## src/logic/acl_action_map.vh

```
// Constants for the ACL action and count unit.
// Assumes a 100 MHz core clock and a seven-port switch.
`ifndef ACL_ACTION_MAP_VH
`define ACL_ACTION_MAP_VH

// ----------------------------------------------------------------
// Sizes
// ----------------------------------------------------------------
`define NUM_PORTS 7
`define NUM_ENTRIES 16
`define ENTRY_IDX_W 4
`define COUNT_W 11

// ----------------------------------------------------------------
// Action field layout (count value overlays priority and map bits)
// ----------------------------------------------------------------
`define ACT_W 20
`define ACT_PM_HI 19
`define ACT_PM_LO 18
`define ACT_P_HI 17
`define ACT_P_LO 15
`define ACT_RPE 14
`define ACT_RP_HI 13
`define ACT_RP_LO 11
`define ACT_MM_HI 10
`define ACT_MM_LO 9
`define ACT_FWD_HI 6
`define ACT_FWD_LO 0
`define ACT_CNT_HI 19
`define ACT_CNT_LO 9
`define ACT_TU 8
`define ACT_CA 7

// ----------------------------------------------------------------
// Match mode codes
// ----------------------------------------------------------------
`define MATCH_LAYER_COUNT 2'h1
`define MATCH_VARIANT_COUNT 2'h0

// ----------------------------------------------------------------
// Timing
// ----------------------------------------------------------------
`define CLK_MHZ 100
`define US_NS 1000
`define CLK_NS 10
`define US_CYCLES (`US_NS / `CLK_NS)
`define MS_US 1000

`endif

```

## src/logic/acl_action_and_count_unit.v

```verilog
// ACL action stage with count-mode interrupt logic, for all ports.
// Assumes match results, QoS priority and lookup map are synchronous to ref_clk.
`timescale 1ns/1ps
`include "acl_action_map.vh"

module acl_action_and_count_unit (
    // Clock and reset
    input wire ref_clk,
    input wire rst_n,
    // Table write port
    input wire tbl_wr,
    input wire [2:0] tbl_port,
    input wire [`ENTRY_IDX_W-1:0] tbl_idx,
    input wire [1:0] tbl_match_layer_sel,
    input wire [1:0] tbl_match_variant_sel,
    input wire [`ACT_W-1:0] tbl_action,
    input wire [7:0] tbl_process,
    // Packet lookup result
    input wire pkt_valid,
    input wire [2:0] pkt_port,
    input wire pkt_hit,
    input wire [`ENTRY_IDX_W-1:0] pkt_idx,
    input wire [2:0] qos_priority,
    input wire [2:0] vlan_pcp,
    input wire [`NUM_PORTS-1:0] lookup_map,
    // Action result
    output reg res_valid,
    output reg [2:0] res_priority,
    output reg [2:0] res_pcp,
    output reg [`NUM_PORTS-1:0] res_map,
    output reg [7:0] res_process,
    // Interrupt status and masks
    input wire [`NUM_PORTS-1:0] port_int_mask,
    input wire [`NUM_PORTS-1:0] port_int_clear,
    input wire [`NUM_PORTS-1:0] global_int_mask,
    output wire [`NUM_PORTS-1:0] port_int_status,
    output wire [`NUM_PORTS-1:0] global_int_status,
    output wire int_out
);

    // ------------------------------------------------------------
    // Entry tables
    // ------------------------------------------------------------
    localparam TBL_D = `NUM_PORTS * `NUM_ENTRIES;

    reg [`ACT_W-1:0] action_mem [0:TBL_D-1];
    reg [7:0] process_mem [0:TBL_D-1];
    reg [TBL_D-1:0] count_mode_reg;

    function [6:0] slot;
        input [2:0] port;
        input [`ENTRY_IDX_W-1:0] idx;
        begin
            slot = {port, idx};
        end
    endfunction

    function port_valid;
        input [2:0] port;
        begin
            port_valid = (port < `NUM_PORTS);
        end
    endfunction

    function count_code;
        input [1:0] layer;
        input [1:0] variant;
        begin
            count_code = (layer == `MATCH_LAYER_COUNT) && (variant == `MATCH_VARIANT_COUNT);
        end
    endfunction

    // Table storage, one slot per port and entry
    always @(posedge ref_clk) begin
        if (!rst_n) begin
            count_mode_reg <= {TBL_D{1'b0}};
        end else if (tbl_wr && port_valid(tbl_port)) begin
            action_mem[slot(tbl_port, tbl_idx)] <= tbl_action;
            process_mem[slot(tbl_port, tbl_idx)] <= tbl_process;
            count_mode_reg[slot(tbl_port, tbl_idx)] <=
                count_code(tbl_match_layer_sel, tbl_match_variant_sel);
        end
    end

    wire [6:0] pkt_slot = slot(pkt_port, pkt_idx);
    wire port_ok = port_valid(pkt_port);
    wire [`ACT_W-1:0] act = action_mem[pkt_slot];
    wire is_count = count_mode_reg[pkt_slot];
    wire filter_hit = pkt_valid && pkt_hit && port_ok && !is_count;

    // ------------------------------------------------------------
    // Filtering action
    // ------------------------------------------------------------
    wire [1:0] priority_override_sel = act[`ACT_PM_HI:`ACT_PM_LO];
    wire [2:0] rule_priority = act[`ACT_P_HI:`ACT_P_LO];
    wire remark_enable = act[`ACT_RPE];
    wire [2:0] remark_priority_value = act[`ACT_RP_HI:`ACT_RP_LO];
    wire [1:0] map_combine_sel = act[`ACT_MM_HI:`ACT_MM_LO];
    // Bit n is port n
    wire [`NUM_PORTS-1:0] fwd_mask = act[`ACT_FWD_HI:`ACT_FWD_LO];

    // Priority chosen by the override mode
    function [2:0] pick_priority;
        input [1:0] sel;
        input [2:0] rule_prio;
        input [2:0] qos_prio;
        begin
            case (sel)
                2'h0: pick_priority = qos_prio;
                2'h1: pick_priority = (rule_prio > qos_prio) ? rule_prio : qos_prio;
                2'h2: pick_priority = (rule_prio < qos_prio) ? rule_prio : qos_prio;
                default: pick_priority = rule_prio;
            endcase
        end
    endfunction

    // Forwarding map chosen by the combine mode
    function [`NUM_PORTS-1:0] pick_map;
        input [1:0] sel;
        input [`NUM_PORTS-1:0] mask;
        input [`NUM_PORTS-1:0] lookup;
        begin
            case (sel)
                2'h0: pick_map = lookup;
                2'h1: pick_map = lookup | mask;
                2'h2: pick_map = lookup & mask;
                default: pick_map = mask;
            endcase
        end
    endfunction

    reg [2:0] prio_next;
    reg [2:0] pcp_next;
    reg [`NUM_PORTS-1:0] map_next;

    always @* begin
        prio_next = qos_priority;
        pcp_next = vlan_pcp;
        map_next = lookup_map;
        if (filter_hit) begin
            prio_next = pick_priority(priority_override_sel, rule_priority, qos_priority);
            if (remark_enable) begin
                pcp_next = remark_priority_value;
            end
            map_next = pick_map(map_combine_sel, fwd_mask, lookup_map);
        end
    end

    // ------------------------------------------------------------
    // Result registers
    // ------------------------------------------------------------
    always @(posedge ref_clk) begin
        if (!rst_n) begin
            res_valid <= 1'b0;
            res_priority <= 3'h0;
            res_pcp <= 3'h0;
            res_map <= {`NUM_PORTS{1'b0}};
            res_process <= 8'h00;
        end else begin
            res_valid <= pkt_valid;
            res_priority <= prio_next;
            res_pcp <= pcp_next;
            res_map <= map_next;
            res_process <= filter_hit ? process_mem[pkt_slot] : 8'h00;
        end
    end

    // ------------------------------------------------------------
    // Tick generation from the core clock
    // ------------------------------------------------------------
    reg [6:0] us_div_reg;
    reg [9:0] ms_div_reg;
    wire us_last = (us_div_reg == `US_CYCLES - 1);
    wire ms_last = (ms_div_reg == `MS_US - 1);
    wire us_tick = us_last;
    wire ms_tick = us_last && ms_last;

    always @(posedge ref_clk) begin
        if (!rst_n) begin
            us_div_reg <= 7'h00;
        end else if (us_last) begin
            us_div_reg <= 7'h00;
        end else begin
            us_div_reg <= us_div_reg + 7'h01;
        end
    end

    // ------------------------------------------------------------
    // Millisecond divider, advanced by the microsecond pulse
    // ------------------------------------------------------------
    always @(posedge ref_clk) begin
        if (!rst_n) begin
            ms_div_reg <= 10'h000;
        end else if (us_last && ms_last) begin
            ms_div_reg <= 10'h000;
        end else if (us_last) begin
            ms_div_reg <= ms_div_reg + 10'h001;
        end
    end

    // ------------------------------------------------------------
    // Per-port count engines
    // ------------------------------------------------------------
    // One-hot engine states: idle, timed countdown, packet count
    localparam [2:0] ST_IDLE = 3'h1;
    localparam [2:0] ST_TIMED = 3'h2;
    localparam [2:0] ST_PKTS = 3'h4;

    reg [`NUM_PORTS-1:0] status_reg;
    wire [`NUM_PORTS-1:0] count_event;

    genvar p;
    generate
        for (p = 0; p < `NUM_PORTS; p = p + 1) begin : g_port
            reg [2:0] state_reg;
            reg [`COUNT_W-1:0] cnt_reg;
            reg unit_reg;
            // Only count entries that matched address and EtherType qualify
            wire qual = pkt_valid && pkt_hit && port_ok && is_count && (pkt_port == p);
            // Count value overlays priority, remark and map bits
            wire [`COUNT_W-1:0] cval = act[`ACT_CNT_HI:`ACT_CNT_LO];
            wire pkt_algo = act[`ACT_CA];
            wire tick = unit_reg ? ms_tick : us_tick;
            // Packet counting starts from zero when entered from another state
            wire [`COUNT_W-1:0] base = (state_reg == ST_PKTS) ? cnt_reg : {`COUNT_W{1'b0}};
            wire expire = (state_reg == ST_TIMED) && !qual && tick &&
                          (cnt_reg == {`COUNT_W{1'b0}});
            wire reach = qual && pkt_algo && (base + 11'h001 >= cval);
            assign count_event[p] = expire || reach;

            always @(posedge ref_clk) begin
                if (!rst_n) begin
                    state_reg <= ST_IDLE;
                    cnt_reg <= {`COUNT_W{1'b0}};
                    unit_reg <= 1'b0;
                end else if (qual) begin
                    unit_reg <= act[`ACT_TU];
                    if (!pkt_algo) begin
                        state_reg <= ST_TIMED;
                        cnt_reg <= cval;
                    end else begin
                        state_reg <= ST_PKTS;
                        cnt_reg <= reach ? {`COUNT_W{1'b0}} : base + 11'h001;
                    end
                end else begin
                    case (state_reg)
                        ST_TIMED: begin
                            if (expire) begin
                                state_reg <= ST_IDLE;
                            end else if (tick) begin
                                cnt_reg <= cnt_reg - 11'h001;
                            end
                        end
                        ST_PKTS: begin
                            state_reg <= ST_PKTS;
                        end
                        ST_IDLE: begin
                            state_reg <= ST_IDLE;
                        end
                        default: begin
                            state_reg <= ST_IDLE;
                        end
                    endcase
                end
            end
        end
    endgenerate

    // ------------------------------------------------------------
    // Interrupt status
    // ------------------------------------------------------------
    always @(posedge ref_clk) begin
        if (!rst_n) begin
            status_reg <= {`NUM_PORTS{1'b0}};
        end else begin
            // Set wins over clear
            status_reg <= (status_reg & ~port_int_clear) | count_event;
        end
    end

    // ------------------------------------------------------------
    // Status outputs
    // ------------------------------------------------------------
    assign port_int_status = status_reg;
    assign global_int_status = status_reg & port_int_mask;
    assign int_out = |(global_int_status & global_int_mask);

endmodule

```

## config.mk

```make
export PLATFORM = sky130hd
export DESIGN_NAME = acl_action_and_count_unit
export DESIGN_NICKNAME = d
export VERILOG_FILES = /design/src/logic/acl_action_and_count_unit.v
export VERILOG_INCLUDE_DIRS = /design/src /design/src/logic
export SDC_FILE = /design/constraint.sdc
export NUM_CORES = 2
export LEC_CHECK = 0
export BUFFER_PORTS_ARGS = -buffer_cell sky130_fd_sc_hd__buf_4
export CORE_MARGIN = 2
export CORE_UTILIZATION = 60
export DETAILED_ROUTE_END_ITERATION = 8
export PLACE_DENSITY_LB_ADDON = 0.05
export SLEW_MARGIN = 15
export SYNTH_ARGS = -nofsm -noshare
export SYNTH_HDL_FRONTEND = slang
export SYNTH_SLANG_ARGS = --single-unit
```

## constraint.sdc

```tcl
create_clock -name ref_clk -period 6.7 [get_ports ref_clk]
set_input_delay 1.005 -clock ref_clk [delete_from_list [all_inputs] [get_ports ref_clk]]
set_output_delay 1.005 -clock ref_clk [all_outputs]
set_load 0.02 [all_outputs]
```

After elaboration in Yosys (flattened, before gate mapping)
Memory sizes are Yosys's and may differ from the RTL's. A register that Yosys moved wholly into a read port is not among the register bits.
Index checks and enable logic that the tools add are counted.

cells by class
  reduce and logical (&&, ||, !) cells = 102
  mux-type cells = 94
  order comparisons = 14
  bitwise logic cells = 8
  equal/unequal tests = 41
  add/sub/neg operators = 16

operators by type and width
  cell                                                count
  two-way mux 11 bit                                  49
  bitwise mux 112 bit                                 1
  adder 11 x 1 -> 11 bit, second input constant       7
  >= comparator 11 bit                                7
  logical NOT 11 bit                                  7
  subtractor 11 x 1 -> 11 bit, second input constant  7
  two-way mux 3 bit                                   20
  logical AND 1 bit                                   50
  one-hot mux 3 bit (2 select lines)                  7
  == test 3 bit, second input constant                10
  bitwise AND 7 bit                                   4
  nonzero test 2 bit                                  14
  == test 3 x 2 -> 1 bit, second input constant       9
  inequality test 3 bit, second input constant        7
  one-hot mux 7 bit (3 select lines)                  1
  AND reduction 3 bit                                 7
  < comparator 7 x 8 -> 1 bit, second input constant  2
  inequality test 2 bit, second input constant        7
  bitwise OR 7 bit                                    2
  two-way mux 1 bit                                   12
  adder 10 x 1 -> 10 bit, second input constant       1
  == test 10 bit, second input constant               1
  logical NOT 1 bit                                   9
  one-hot mux 3 bit (3 select lines)                  1
  20 further kinds                                    33

word-level totals
  bits of input ports = 85
  flip-flop bits (word level) = 255
  memories = 2
  logic and storage cells = 306
  output and inout port bits = 37
  memory bits (writable) = 3136

memories
  memory       depth  width  read ports  clocked after memory_dff  wr ports  line                            text
  action_mem   112    20     1           0                         1         acl_action_and_count_unit.v:46  reg [`ACT_W-1:0] action_mem [0:TBL_D-1];
  process_mem  112    8      1           1                         1         acl_action_and_count_unit.v:47  reg [7:0] process_mem [0:TBL_D-1];

Depth between registers and ports, before layout
  word-level depth = 11
  mapped depth = 23
  gate-level depth less buffers = 16

Worst setup path after synthesis
Ideal clock, no wire load.

  kind = input -> register
  start = input pkt_idx[0]
  end = register g_port[3].cnt_reg[4]
  data arrival time = 5.271 ns
  slack = 1.333 ns
  stages = 17
  setup time = 0.095 ns
  required time = 6.605 ns
  path buffers = 6
  path through = buf_6 > buf_12 > buf_12 > buf_4 > buf_2 > mux4_2 > mux4_2 > a211oi_2 > ha_1 > a21o_1 > a21o_1 > a211oi_1 > o21bai_1 > a311oi_1 > clkbuf_1 > a21oi_1 > a221oi_1

on the way
  cells in the longest elaborated chain, start to end = 10
  elaborated cells between the ends (all ways) = 19
  those cells by class = 1 x order compare; 1 x eq/ne; 5 x mux; 11 x reduce/logical; 1 x memory

RTL lines
  what                                                                            line                             text
  start, declared                                                                 acl_action_and_count_unit.v:22   input wire [`ENTRY_IDX_W-1:0] pkt_idx,
  parallel branches: the longest is 10 deep, another holds memory (112 x 20 bit)  n/a
  end signal, assigned                                                            acl_action_and_count_unit.v:234  cnt_reg <= {`COUNT_W{1'b0}};
  end signal, assigned                                                            acl_action_and_count_unit.v:240  cnt_reg <= cval;
  end signal, assigned                                                            acl_action_and_count_unit.v:243  cnt_reg <= reach ? {`COUNT_W{1'b0}} : base + 11'h001;
  end, declared                                                                   acl_action_and_count_unit.v:216  reg [`COUNT_W-1:0] cnt_reg;

Parallel ways; which one is timed is not known. The select of a mux whose other input is x is not followed.
A chain may end at the register's enable or synchronous reset.

Final worst setup path
  start = input pkt_idx[0]
  end = register g_port[5].cnt_reg[3]

on the way
  cells in the longest elaborated chain, start to end = 10
  elaborated cells between the ends (all ways) = 19
  those cells by class = 1 x order compare; 1 x eq/ne; 5 x mux; 11 x reduce/logical; 1 x memory

RTL lines
  what                                                                            line
  parallel branches: the longest is 10 deep, another holds memory (112 x 20 bit)  n/a
  end signal, assigned                                                            acl_action_and_count_unit.v:234
  end signal, assigned                                                            acl_action_and_count_unit.v:240
  end signal, assigned                                                            acl_action_and_count_unit.v:243
  end, declared                                                                   acl_action_and_count_unit.v:216

Parallel ways; which one is timed is not known. The select of a mux whose other input is x is not followed.

==> flow_summary.yaml <==
sta:
  worstMarginPinSlew_ps: 1250
  post-route-min-period_ps: 5470
  max_freq_mhz: 183
  fin_skew_ps: 78.7
  relSlewSlack_pct: 15.8
  maxSlewViolCount: 0
  finalSetupViolations: 0
  hold_viol: 0
  tns_ps: 0
  fin_crit_sh_pct: 81.6
  rsz0062_at_grt: "false"
cells_and_area:
  post-route-util_pct: 67.7
  area_growth_syn_to_layout_pct: 12.4
  multi_input_area_mm2: 0.0356
  fill_cells: 14700
  drive_above_1_share_pct: 27.0
  area.sequential_mm2: 0.0994
  final_common_cell: "edfxtp_1"
  final_cell_mix: "3,136 x edfxtp_1, 937 x mux4_2, 445 x buf_4"
  fin_nets: 7530
  largest_reg_flops: 2240
global_routing:
  grt_pass1_wl_mm: 536
  antenna_found_initial: 27
  grt_pass1_vias: 71300
  grt_usage_pct: 33.2
  grt_max_degree: 118
  grt-ovfl-total: 0
worst_setup_path:
  slowest_delay_ps: 930
  worst-endpoint-required_ps: 7510
  crit_arrival_ps: 6280
  crit_chain: "buf_16 > buf_12 > mux4_2 > mux4_2 > a2111oi_0 > a31oi_1 > inv_1 > ha_1 > o21ai_0 > o21bai_1 > a311oi_1 > buf_4 > a211oi_1 > a311oi_1"
  startpoint_type: "input pin"
  crit_buf_inv: 4
  cpMaxStageDelayCell: "a2111oi_0"
  crit_path_max_fanout: 58
  end_kind: "flop"
  critPathKind: "input pin to flop"
  startpoint: "pkt_idx[0]"
  r2r_start: "action_mem[98][11]"
  critPathTopFamily: "compound AO/OA/AOI/OAI gates"
clock_network:
  cts.path.max_buffers: 4
  clock-sinks: 3399
  cts_root_buf: "clkbuf_16"
  cts_tree: "done"
  clock_latency_ps: 980
  cts_resized: 0
  htree_levels: 5
  cts_setup_buffers: 0
  cts_hold_buf: 0
  clkTransAtPathRegs_ps: 60
  cts_made_buffers: 350
worst_hold_path:
  hold_class: "input pin to flop"
  hold_start: "lookup_map[0]"
floorplanning:
  dieWidth_um: 481
  core-area_mm2: 0.227
  start_util_pct: 60.2
  die_area_mm2: 0.232
  die_h_um: 481
  io_pins: 122
  rows: 175
logic_synthesis:
  syn_avg_cell_area_um2: 19.7
  ys_seq_elements: 3399
  synth_largest_area_cell: "edfxtp_1"
  ys_top_cells_by_area: "edfxtp_1 69%, mux4_2 15%, dfxtp_1 3.9%"
  synthFlopType: "edfxtp_1"
  synth_area_mm2: 0.137
  synth_edf_count: 3136
  ys_async_sr_fraction_pct: 0
  yosysWarnings: 0
  syn_nets: 7116
  synth.distinct_cells: 86
  synth_cells: 6935
  synth_top_area_share_pct: 68.9
  ys_seq_area_share_pct: 72.8
detailed_routing:
  drc: 0
  first_iter_violations: 11000
  wl_per_cell_um: 35.9
  first_pass_iters: 8
  antenna_left: 0
  vias: 73600
  routed_wl_mm: 381
  via_per_inst: 6.94
power_and_ir_drop:
  leakage_uw: 0.0493
  powerDensity_mw_per_mm2: 288
  ir_worst_vdd_mv: 0.249
place:
  gp_congestion: 0.880
  dp_hpwl_mm: 227
  port_buffers: 121
job:
  maxCapViolCount: 0
outcome:
  status: "completed"
==> power breakdown <==
| part | internal [µW] | switching, µW |
|---|---|---|
| clock network | 10500 | 7840 |
| logic | 907 | 1690 |
| registers | 23200 | 20.6 |
| total | 34600 | 9550 |
==> metal layers <==
metal,track usage [%],part of all wire [%],vias to the layer above
met4,10.6,3.3,12
met1,49.3,39,39000
li1,-,-,29500
met5,0,0.021,-
met3,6.74,11,629
met2,50.3,47,4488
==> cell families (layout without fill, tap and decap cells) <==
kind of cell | after synthesis | in the layout | share of synthesized area, %
muxes | 1132 | 1132 | 16.9
other | 0 | 7 | 0
and+or+nand+nor | 981 | 981 | 3.51
buffers and inverters | 466 | 1122 | 1.82
DFF | 3399 | 3399 | 72.8
AOI/OAI and AO/OA | 744 | 744 | 3.36
xor gates and xnor gates | 117 | 117 | 0.750
adders and majority gates | 96 | 96 | 0.879
==> stage by stage <==
stage          instances  power [µW]  instance area [µm²]  setup slack [ps]  hold slack [ps]
3_3_place_gp       10000       26200               143000               399              425
4_1_cts            10600       44300               153000              1320              223
6_report           10600       44100               154000              1230              277
5_1_grt            10600       45200               153000              1190              241
3_5_place_dp       10000       26200               143000               364              437
2_1_floorplan       6935       25000               137000              1330              413
==> synthesized netlist by cell type, drive strengths merged, types with 10 or more instances <==
library cell and number:
a211oi 59, or3b 10, a21o 32, and2 28, edfxtp 3136, a21oi 215, dfxtp 263, o22ai 15
o21bai 14, a22oi 23, mux2 15, ha 96, nand4 25, xor2 68, or3 29, nand3 170
a311oi 11, mux2i 180, nor4 23, clkbuf 207, a221oi 23, nand2 202, nor2b 24, nand2b 22
nor2 297, nor3 48, nand3b 11, buf 208, mux4 937, or2 14, nor3b 19, xnor2 49
a31oi 42, inv 50, o21ai 232, and3 27
==> final timing paths <==
check / endpoint / slack (ps) / cells past startpoint
worst min-delay path: res_map[0] / 280 / 2
worst min register to register: us_div_reg[0] / 450 / 1
worst max-delay path: g_port[5].cnt_reg[3] / 1230 / 14
worst max register to register: g_port[5].cnt_reg[3] / 1870 / 14
==> area by class of cell <==
cell class / instances / share of cell area [%]
Inverter: 51 / 0.131
Clock inverter: 160 / 0.789
Multi-Input combinational cell: 3070 / 23.2
Tap cell: 3009 / 2.45
Sequential cell: 3399 / 64.8
Timing Repair Buffer: 477 / 2.58
Antenna cell: 7 / 0.0114
Clock buffer: 434 / 6.05
(Power assumes the default switching activity.)
